===== src/logic/mal_defs.svh =====
// Offsets, field positions, reset values and widths of the alarm logic.
// Assumes it is included by bare name from files under logic/.
`ifndef MAL_DEFS_SVH
`define MAL_DEFS_SVH

// ----------------------------------------
// Register pointer values
// ----------------------------------------
`define MAL_PTR_CAL 8'h05
`define MAL_PTR_ALARM 8'h06
`define MAL_PTR_THRESH 8'h07

// ----------------------------------------
// Field layout
// ----------------------------------------
`define MAL_CAL_MSB 14
`define MAL_EN_MSB 15
`define MAL_EN_LSB 10
`define MAL_EN_W 6
`define MAL_UNUSED_W 5
`define MAL_BIT_SRC 4
`define MAL_BIT_DONE 3
`define MAL_BIT_OVF 2
`define MAL_BIT_INV 1
`define MAL_BIT_LATCH 0
`define MAL_FN_W 5

// ----------------------------------------
// Reset values
// ----------------------------------------
`define MAL_WORD_RST 16'h0000
`define MAL_BYTE_RST 8'h00
`define MAL_PTR_RST 8'h00

`endif


===== src/logic/mal_pkg.sv =====
// Types shared by the alarm logic of the monitor.
// Assumes nothing beyond a SystemVerilog compiler.
`default_nettype none
package mal_pkg;
  typedef logic [15:0] mal_word_t;
  typedef logic [7:0] mal_byte_t;
  // Position within a write transaction, Gray coded along its path.
  typedef enum logic [1:0] {
    MAL_WB_POINTER = 2'h0,
    MAL_WB_HIGH = 2'h1,
    MAL_WB_LOW = 2'h3,
    MAL_WB_SPENT = 2'h2
  } mal_wb_e;
endpackage
`default_nettype wire


===== src/logic/mal_alert_limit.sv =====
// Calibration, alarm enable/flag and threshold registers of the monitor,
// with the limit comparison and the open-drain alarm pin.
// Assumes a serial bus engine on the same clock hands over bytes and
// transaction starts, and the measurement path hands over results.
`timescale 1ns/10ps
`default_nettype none
`include "mal_defs.svh"

// Functional notes
// - Calibration register at 05h, bit 15 zero, bits 14..0 stored.
// - Several comparison enables set: only the highest one is used.
// - Shunt-over enabled: alarm when shunt result exceeds threshold.
// - Shunt-under enabled: alarm when shunt result is below threshold.
// - Bus-over enabled: alarm when bus result exceeds threshold.
// - Bus-under enabled: alarm when bus result is below threshold.
// - Power-over enabled: alarm when power result exceeds threshold.
// - Ready alarm enable also raises alarm while conversion done is set.
// - Source flag marks alarms caused by the comparison function.
// - Latched: source flag clears on enable read; else next clean result.
// - Conversion done sets once a full measurement cycle finished.
// - Conversion done clears on active-mode config write or enable read.
// - Overflow flag follows whether the latest math operation overflowed.
// - Invert bit 0 gives active-low alarm pin, 1 gives active-high.
// - Transparent mode: pin and source flag idle once fault is gone.
// - Latched mode: pin and source flag hold until enable register read.
// - Threshold register at 07h, reset zero, compared with chosen result.
// - Enable and flag register at 06h, resets zero, bits 9..5 unused.
// - Shunt comparisons are signed twos complement.
// - Write is pointer byte then high and low data bytes.
// - Read returns pointer-selected register, high byte first.
module mal_alert_limit (
  input wire logic i_clk_sys,
  input wire logic i_reset_n,
  input wire logic i_wr_start,
  input wire logic i_wr_byte_valid,
  input wire mal_pkg::mal_byte_t i_wr_byte,
  input wire logic i_rd_start,
  input wire logic i_rd_byte_ack,
  input wire logic i_result_valid,
  input wire mal_pkg::mal_word_t i_shunt,
  input wire mal_pkg::mal_word_t i_bus,
  input wire mal_pkg::mal_word_t i_power,
  input wire logic i_overflow,
  input wire logic i_cfg_active_write,
  input wire logic i_alert_in,
  output logic o_alert_out,
  output logic o_alert_oe_n,
  output mal_pkg::mal_byte_t o_rd_byte,
  output logic [`MAL_CAL_MSB:0] o_cal_value
);

  // ----------------------------------------
  // State
  // ----------------------------------------
  mal_pkg::mal_wb_e wb_state_reg;
  mal_pkg::mal_byte_t ptr_reg;
  mal_pkg::mal_byte_t wr_high_reg;
  mal_pkg::mal_word_t rd_word_reg;
  mal_pkg::mal_word_t thresh_reg;
  logic [`MAL_EN_W-1:0] en_reg;
  logic inv_reg;
  logic latch_reg;
  logic src_reg;
  logic done_reg;
  logic ovf_reg;
  logic fn_fault;
  logic commit;
  logic rd_alarm;
  logic src_next;
  logic done_next;
  logic inv_next;
  logic rdy_en_next;

  function automatic logic is_ptr(input mal_pkg::mal_byte_t p,
                                  input mal_pkg::mal_byte_t v);
    is_ptr = (p == v);
  endfunction

  // ----------------------------------------
  // Limit comparison
  // ----------------------------------------
  mal_limit_compare u_cmp (
    .i_fn_enable(en_reg[`MAL_EN_W-1:1]),
    .i_shunt(i_shunt),
    .i_bus(i_bus),
    .i_power(i_power),
    .i_limit(thresh_reg),
    .o_fault(fn_fault)
  );

  // ----------------------------------------
  // Byte sequencing of writes
  // ----------------------------------------
  // A new start always expects a pointer byte; bytes after the low data
  // byte are acknowledged by the engine but ignored here.
  always_ff @(posedge i_clk_sys or negedge i_reset_n) begin
    if (!i_reset_n) begin
      wb_state_reg <= mal_pkg::MAL_WB_POINTER;
    end else if (i_wr_start) begin
      wb_state_reg <= mal_pkg::MAL_WB_POINTER;
    end else if (i_wr_byte_valid) begin
      case (wb_state_reg)
        mal_pkg::MAL_WB_POINTER: wb_state_reg <= mal_pkg::MAL_WB_HIGH;
        mal_pkg::MAL_WB_HIGH: wb_state_reg <= mal_pkg::MAL_WB_LOW;
        mal_pkg::MAL_WB_LOW: wb_state_reg <= mal_pkg::MAL_WB_SPENT;
        default: wb_state_reg <= mal_pkg::MAL_WB_SPENT;
      endcase
    end
  end

  always_ff @(posedge i_clk_sys or negedge i_reset_n) begin
    if (!i_reset_n) begin
      ptr_reg <= `MAL_PTR_RST;
    end else if (i_wr_byte_valid && !i_wr_start &&
                 wb_state_reg == mal_pkg::MAL_WB_POINTER) begin
      ptr_reg <= i_wr_byte;
    end
  end

  always_ff @(posedge i_clk_sys or negedge i_reset_n) begin
    if (!i_reset_n) begin
      wr_high_reg <= `MAL_BYTE_RST;
    end else if (i_wr_byte_valid && !i_wr_start &&
                 wb_state_reg == mal_pkg::MAL_WB_HIGH) begin
      wr_high_reg <= i_wr_byte;
    end
  end

  // The word is stored only when its low byte arrives, so a transfer cut
  // short after the high byte leaves the register untouched.
  assign commit = i_wr_byte_valid && !i_wr_start &&
                  wb_state_reg == mal_pkg::MAL_WB_LOW;

  // ----------------------------------------
  // Writable registers
  // ----------------------------------------
  always_ff @(posedge i_clk_sys or negedge i_reset_n) begin
    if (!i_reset_n) begin
      o_cal_value <= (`MAL_CAL_MSB+1)'(`MAL_WORD_RST);
    end else if (commit && is_ptr(ptr_reg, `MAL_PTR_CAL)) begin
      o_cal_value <= {wr_high_reg[`MAL_CAL_MSB-8:0], i_wr_byte};
    end
  end

  always_ff @(posedge i_clk_sys or negedge i_reset_n) begin
    if (!i_reset_n) begin
      thresh_reg <= `MAL_WORD_RST;
    end else if (commit && is_ptr(ptr_reg, `MAL_PTR_THRESH)) begin
      thresh_reg <= {wr_high_reg, i_wr_byte};
    end
  end

  always_ff @(posedge i_clk_sys or negedge i_reset_n) begin
    if (!i_reset_n) begin
      en_reg <= `MAL_EN_W'(`MAL_WORD_RST);
      inv_reg <= 1'b0;
      latch_reg <= 1'b0;
    end else if (commit && is_ptr(ptr_reg, `MAL_PTR_ALARM)) begin
      en_reg <= wr_high_reg[`MAL_EN_MSB-8:`MAL_EN_LSB-8];
      inv_reg <= i_wr_byte[`MAL_BIT_INV];
      latch_reg <= i_wr_byte[`MAL_BIT_LATCH];
    end
  end

  // ----------------------------------------
  // Flags
  // ----------------------------------------
  // The enable register is read when a read transfer starts on it; the
  // word is captured in that same cycle, so the host sees the flags as
  // they were before the clear.
  assign rd_alarm = i_rd_start && is_ptr(ptr_reg, `MAL_PTR_ALARM);

  // A new result with a fault wins over a clearing read in the same cycle.
  always_comb begin
    src_next = src_reg;
    if (rd_alarm && latch_reg) begin
      src_next = 1'b0;
    end
    if (i_result_valid) begin
      if (fn_fault) begin
        src_next = 1'b1;
      end else if (!latch_reg) begin
        src_next = 1'b0;
      end
    end
  end

  always_comb begin
    done_next = done_reg;
    if (rd_alarm || i_cfg_active_write) begin
      done_next = 1'b0;
    end
    if (i_result_valid) begin
      done_next = 1'b1;
    end
  end

  always_ff @(posedge i_clk_sys or negedge i_reset_n) begin
    if (!i_reset_n) begin
      src_reg <= 1'b0;
      done_reg <= 1'b0;
    end else begin
      src_reg <= src_next;
      done_reg <= done_next;
    end
  end

  always_ff @(posedge i_clk_sys or negedge i_reset_n) begin
    if (!i_reset_n) begin
      ovf_reg <= 1'b0;
    end else if (i_result_valid) begin
      ovf_reg <= i_overflow;
    end
  end

  // ----------------------------------------
  // Alarm pin
  // ----------------------------------------
  // The pin is computed from the next flag values so that it moves on the
  // same edge as the flags. The pin level is an open-drain pull-down only;
  // the sensed level is not used by this block.
  assign inv_next = (commit && is_ptr(ptr_reg, `MAL_PTR_ALARM)) ?
                    i_wr_byte[`MAL_BIT_INV] : inv_reg;
  assign rdy_en_next = (commit && is_ptr(ptr_reg, `MAL_PTR_ALARM)) ?
                       wr_high_reg[`MAL_EN_LSB-8] : en_reg[0];

  always_ff @(posedge i_clk_sys or negedge i_reset_n) begin
    if (!i_reset_n) begin
      o_alert_out <= 1'b0;
      o_alert_oe_n <= 1'b1;
    end else begin
      o_alert_out <= 1'b0;
      o_alert_oe_n <= !((src_next || (rdy_en_next && done_next)) ^
                        inv_next);
    end
  end

  // ----------------------------------------
  // Reads
  // ----------------------------------------
  // Pointers outside this block read as zero here; the serial engine
  // chooses between this byte and those of the other register banks.
  always_ff @(posedge i_clk_sys or negedge i_reset_n) begin
    if (!i_reset_n) begin
      rd_word_reg <= `MAL_WORD_RST;
    end else if (i_rd_start) begin
      if (is_ptr(ptr_reg, `MAL_PTR_CAL)) begin
        rd_word_reg <= {1'b0, o_cal_value};
      end else if (is_ptr(ptr_reg, `MAL_PTR_ALARM)) begin
        rd_word_reg <= {en_reg, `MAL_UNUSED_W'(`MAL_WORD_RST), src_reg,
                        done_reg, ovf_reg, inv_reg, latch_reg};
      end else if (is_ptr(ptr_reg, `MAL_PTR_THRESH)) begin
        rd_word_reg <= thresh_reg;
      end else begin
        rd_word_reg <= `MAL_WORD_RST;
      end
    end
  end

  always_ff @(posedge i_clk_sys or negedge i_reset_n) begin
    if (!i_reset_n) begin
      o_rd_byte <= `MAL_BYTE_RST;
    end else if (i_rd_start) begin
      if (is_ptr(ptr_reg, `MAL_PTR_CAL)) begin
        o_rd_byte <= {1'b0, o_cal_value[`MAL_CAL_MSB:8]};
      end else if (is_ptr(ptr_reg, `MAL_PTR_ALARM)) begin
        o_rd_byte <= {en_reg, 2'h0};
      end else if (is_ptr(ptr_reg, `MAL_PTR_THRESH)) begin
        o_rd_byte <= thresh_reg[15:8];
      end else begin
        o_rd_byte <= `MAL_BYTE_RST;
      end
    end else if (i_rd_byte_ack) begin
      o_rd_byte <= rd_word_reg[7:0];
    end
  end
endmodule
`default_nettype wire


===== src/logic/mal_limit_compare.sv =====
// Selects one comparison function and compares a result with the limit.
// Assumes all inputs are stable results on the same clock.
`timescale 1ns/10ps
`default_nettype none
`include "mal_defs.svh"
module mal_limit_compare (
  input wire logic [`MAL_FN_W-1:0] i_fn_enable,
  input wire mal_pkg::mal_word_t i_shunt,
  input wire mal_pkg::mal_word_t i_bus,
  input wire mal_pkg::mal_word_t i_power,
  input wire mal_pkg::mal_word_t i_limit,
  output logic o_fault
);
  // Enable bits, highest first: shunt over, shunt under, bus over,
  // bus under, power over. Only the highest set one is looked at.
  always_comb begin
    o_fault = 1'b0;
    if (i_fn_enable[4]) begin
      o_fault = $signed(i_shunt) > $signed(i_limit);
    end else if (i_fn_enable[3]) begin
      o_fault = $signed(i_shunt) < $signed(i_limit);
    end else if (i_fn_enable[2]) begin
      o_fault = i_bus > i_limit;
    end else if (i_fn_enable[1]) begin
      o_fault = i_bus < i_limit;
    end else if (i_fn_enable[0]) begin
      o_fault = i_power > i_limit;
    end
  end
endmodule
`default_nettype wire


===== config.mk =====
export PLATFORM = sky130hd
export DESIGN_NAME = mal_alert_limit
export DESIGN_NICKNAME = d
export VERILOG_FILES = /design/src/logic/mal_pkg.sv /design/src/logic/mal_alert_limit.sv /design/src/logic/mal_limit_compare.sv
export VERILOG_INCLUDE_DIRS = /design/src /design/src/logic
export SDC_FILE = /design/constraint.sdc
export NUM_CORES = 1
export LEC_CHECK = 0
export BUFFER_PORTS_ARGS = -buffer_cell sky130_fd_sc_hd__buf_2
export CAP_MARGIN = 10
export CORE_AREA = 2 2 104 106
export DETAILED_ROUTE_END_ITERATION = 7
export DIE_AREA = 0 0 106 108
export PLACE_DENSITY = 0.68
export SYNTH_ARGS = -nofsm -noshare
export SYNTH_HDL_FRONTEND = slang
export SYNTH_SLANG_ARGS = --single-unit

===== constraint.sdc =====
create_clock -name i_clk_sys -period 2.4 [get_ports i_clk_sys]
set_input_delay 0.36 -clock i_clk_sys [delete_from_list [all_inputs] [get_ports i_clk_sys]]
set_output_delay 0.36 -clock i_clk_sys [all_outputs]
set_load 0.02 [all_outputs]

==> impl_metrics.py <==
metrics = {
    "status": {
        "outcome": "complete, but fails checks",
        "failed_checks": "negative setup slack",
    },
    "logic_synthesis": {
        "yosys_most_used_dff": "dfrtp_1",
        "syn-num-nets": 519,
        "async_flop_share_pct": 100,
        "yosysSeqAreaShare_pct": 42.8,
        "synth_warnings": 0,
        "netlist_area_um2": 4500,
        "synth_edf_count": 0,
        "synth_cells": 405,
        "post_synth.cell_area_avg_um2": 11.1,
        "synth_cell_type_count": 50,
        "synth_seq_cells": 77,
    },
    "detailed_routing": {
        "wl_per_cell_um": 16.9,
        "firstDrtPassIters": 4,
        "drt_wl_total_um": 11600,
        "drc": 0,
        "dr.first_iter.drc_count": 200,
        "via_per_inst": 5.46,
        "postRouteAntennaNets": 0,
        "vias": 3737,
    },
    "floorplanning": {
        "die_h_um": 108,
        "dieArea_um2": 11400,
        "start_util_pct": 44.0,
        "chipWidth_um": 106,
        "core_um2": 10200,
        "core.rowCount": 37,
        "io_pins": 91,
    },
    "cells_and_area": {
        "area_growth_pct": 31.0,
        "num-fill-cells": 875,
        "drive_gt1_share_pct": 47.3,
        "largest_reg_flops": 16,
        "nNetsFinal": 657,
        "num_antenna_cells": 0,
        "finish.instance_area_um2": 5900,
    },
    "power": {
        "total_power_uw": 3060,
        "clkPwrFrac_pct": 35.5,
        "p_leak_uw": 0.00287,
        "p_sw_uw": 832,
        "p_int_uw": 2230,
        "power.density_nw_per_um2": 519,
        "ir_drop_mv": 0.581,
        "combinationalPowerShare_pct": 17.0,
        "p_sw_share_pct": 27.2,
        "power_frac_seq_pct": 47.5,
    },
    "sta": {
        "max-slew-margin-rel_pct": 65.4,
        "finalCritPeriodShare_pct": 103,
        "hold_violations": 0,
        "min_period_ns": 2.47,
        "clock.fmax_mhz": 405,
        "setup_viol": 2,
        "worst_pin_slew_ns": 0.518,
        "holdWs_ns": 0.235,
        "tns_ns": -0.105,
        "rsz0062_at_grt": "true",
        "maxSlewViolCount": 0,
        "finalClockSkew_ns": 0.0108,
        "fin_ws_ns": -0.0685,
    },
    "worst_setup_path": {
        "crit_family": "simple AND/OR/NAND/NOR gates",
        "slowest_stage": "or4b_4",
        "reg2regPathDepth": 9,
        "setup.worst_path.end_class": "register",
        "critPathLaunchType": "register",
        "path_max_fanout": 2,
        "max_stage_delay_ns": 0.54,
        "crit_cells": 9,
        "crit_buf_inv": 1,
        "required_ns": 2.67,
        "crit_chain": "inv_2 -> ha_4 -> nor2b_1 -> o211ai_1 -> a21boi_2 -> or4b_4 -> a41o_1 -> o211a_1 -> or3_1",
        "arrival_ns": 2.74,
        "critPathKind": "reg2reg",
    },
    "grt": {
        "grt.overflow.total": 0,
        "grt_use_total_pct": 20.6,
        "grt_max_degree": 44,
        "grt_pass1_wl_um": 18400,
        "antenna_found_initial": 0,
        "busiest_layer": "met2",
        "use_met1_pct": 27.6,
        "met3_usage_pct": 2.53,
        "grt_pass1_vias": 3768,
        "gr-usage-met2_pct": 33.8,
    },
    "clocking": {
        "numCtsBuffers": 9,
        "cts_sinks": 77,
        "htree_levels": 3,
        "clk_pin_slew_ns": 0.08,
        "clock_path_buffers": 2,
        "clock_latency_ns": 0.35,
        "cts_root_buffer": "clkbuf_8",
        "cts_tree": "built",
    },
    "placement": {
        "placed_cell_area_um2": 5390,
        "portBuffers": 88,
        "hpwlAfterDp_um": 8970,
        "place_congestion": 0.823,
    },
    "min_path": {
        "hold_depth": 2,
        "hold_path_class": "in2reg",
    },
    "run": {
        "maxCapViolCount": 0,
    },
}
## path summary, 6_finish.rpt
path	start	to	slack, ns
min reg2reg	ptr_reg[2]	ptr_reg[2]	0.51
min	i_wr_start	wb_state_reg[1]	0.23
max in group asynchronous	i_reset_n	o_alert_oe_n	1.25
max reg2reg	thresh_reg[1]	o_alert_oe_n	-0.07
max	thresh_reg[1]	o_alert_oe_n	-0.07
min in group asynchronous	i_reset_n	rd_word_reg[4]	0.50
## what timing repair did
item | in CTS | in global routing
hold endpoints to repair | 34 | 0
pin swaps | 14 | 9
buffers inserted | 8 | 1
setup endpoints to repair | 2 | 2
hold buffers | 1 | 0
resized for setup | 31 | 12
## metrics by stage
stage	instances	utilization (%)	worst slack (ns)
5_1_grt	684	57.7	-0.155
3_3_place_gp	658	52.7	-0.155
6_report	684	57.7	-0.0685
2_1_floorplan	405	-	0.0227
4_1_cts	683	57.1	-0.0644
3_5_place_dp	658	52.7	-0.203
## layout by cell type, fill, tap and decap left out, drive strengths merged, types with 11 or more instances in the layout
cell type	synthesis	routed
inv	31	31
mux2	60	60
ha	48	48
nor2	16	16
dfrtp	76	76
nand4	12	12
a21oi	32	32
o22ai	11	11
nand2	15	15
buf	4	139
## cells by family (layout without fill, tap and decap cells)
family                     after synthesis  in the layout  share of synthesized area, %
and+or+nand+nor                         83             83                          10.8
other                                    1              1                        0.0833
adders and majority gates               48             48                          13.3
DFF                                     77             77                          42.8
buffers and inverters                   44            187                          3.81
muxes                                   69             69                          17.1
AOI/OAI and AO/OA                       83             83                          12.1
## routing by layer
metal,up-vias,wire length [um]
li1,1788,-
met4,0,348
met5,-,0
met3,23,461
met1,1824,5500
met2,102,5250
## synthesized netlist by cell type, drive strengths merged (2+ instances only)
master,number,area [um2]
dfrtp,76,1900
mux2,60,679
ha,48,601
a21oi,32,160
inv,31,116
nor2,16,60.1
nand2,15,56.3
nand4,12,90.1
o22ai,11,68.8
clkbuf,9,33.8
mux2i,9,90.1
nor4,9,71.3
nand3,8,40.0
nor2b,6,37.5
o21ai,6,30.0
a22oi,5,37.5
o32a,5,50.1
a21o,4,30.0
buf,4,21.3
o211ai,4,30.0
a211oi,3,22.5
and2,3,21.3
and4,3,26.3
a21boi,2,15.0
nand2b,2,12.5
nor3,2,10.0
o21a,2,15.0
or3,2,12.5
## area by class of cell
class	instances	area (um2)	share of cell area (%)
clock buffers	10	138	2.33
clock inverters	6	86.3	1.46
inverters	31	116	1.97
multi-input cells	284	2610	44.2
flip-flops and latches	77	1930	32.7
well taps	136	170	2.88
repair buffers	140	852	14.4
## power groups by stage
| stage | combinational, uW | sequential [uW] | clock (uW) |
|---|---|---|---|
| finish | 520 | 1460 | 1090 |
| global placement | 478 | 1480 | 0 |
| detailed placement | 494 | 1480 | 0 |
| floorplan | 295 | 1460 | 0 |
| global route | 575 | 1460 | 1160 |
| CTS | 516 | 1450 | 1110 |
(Power assumes the default switching activity.)
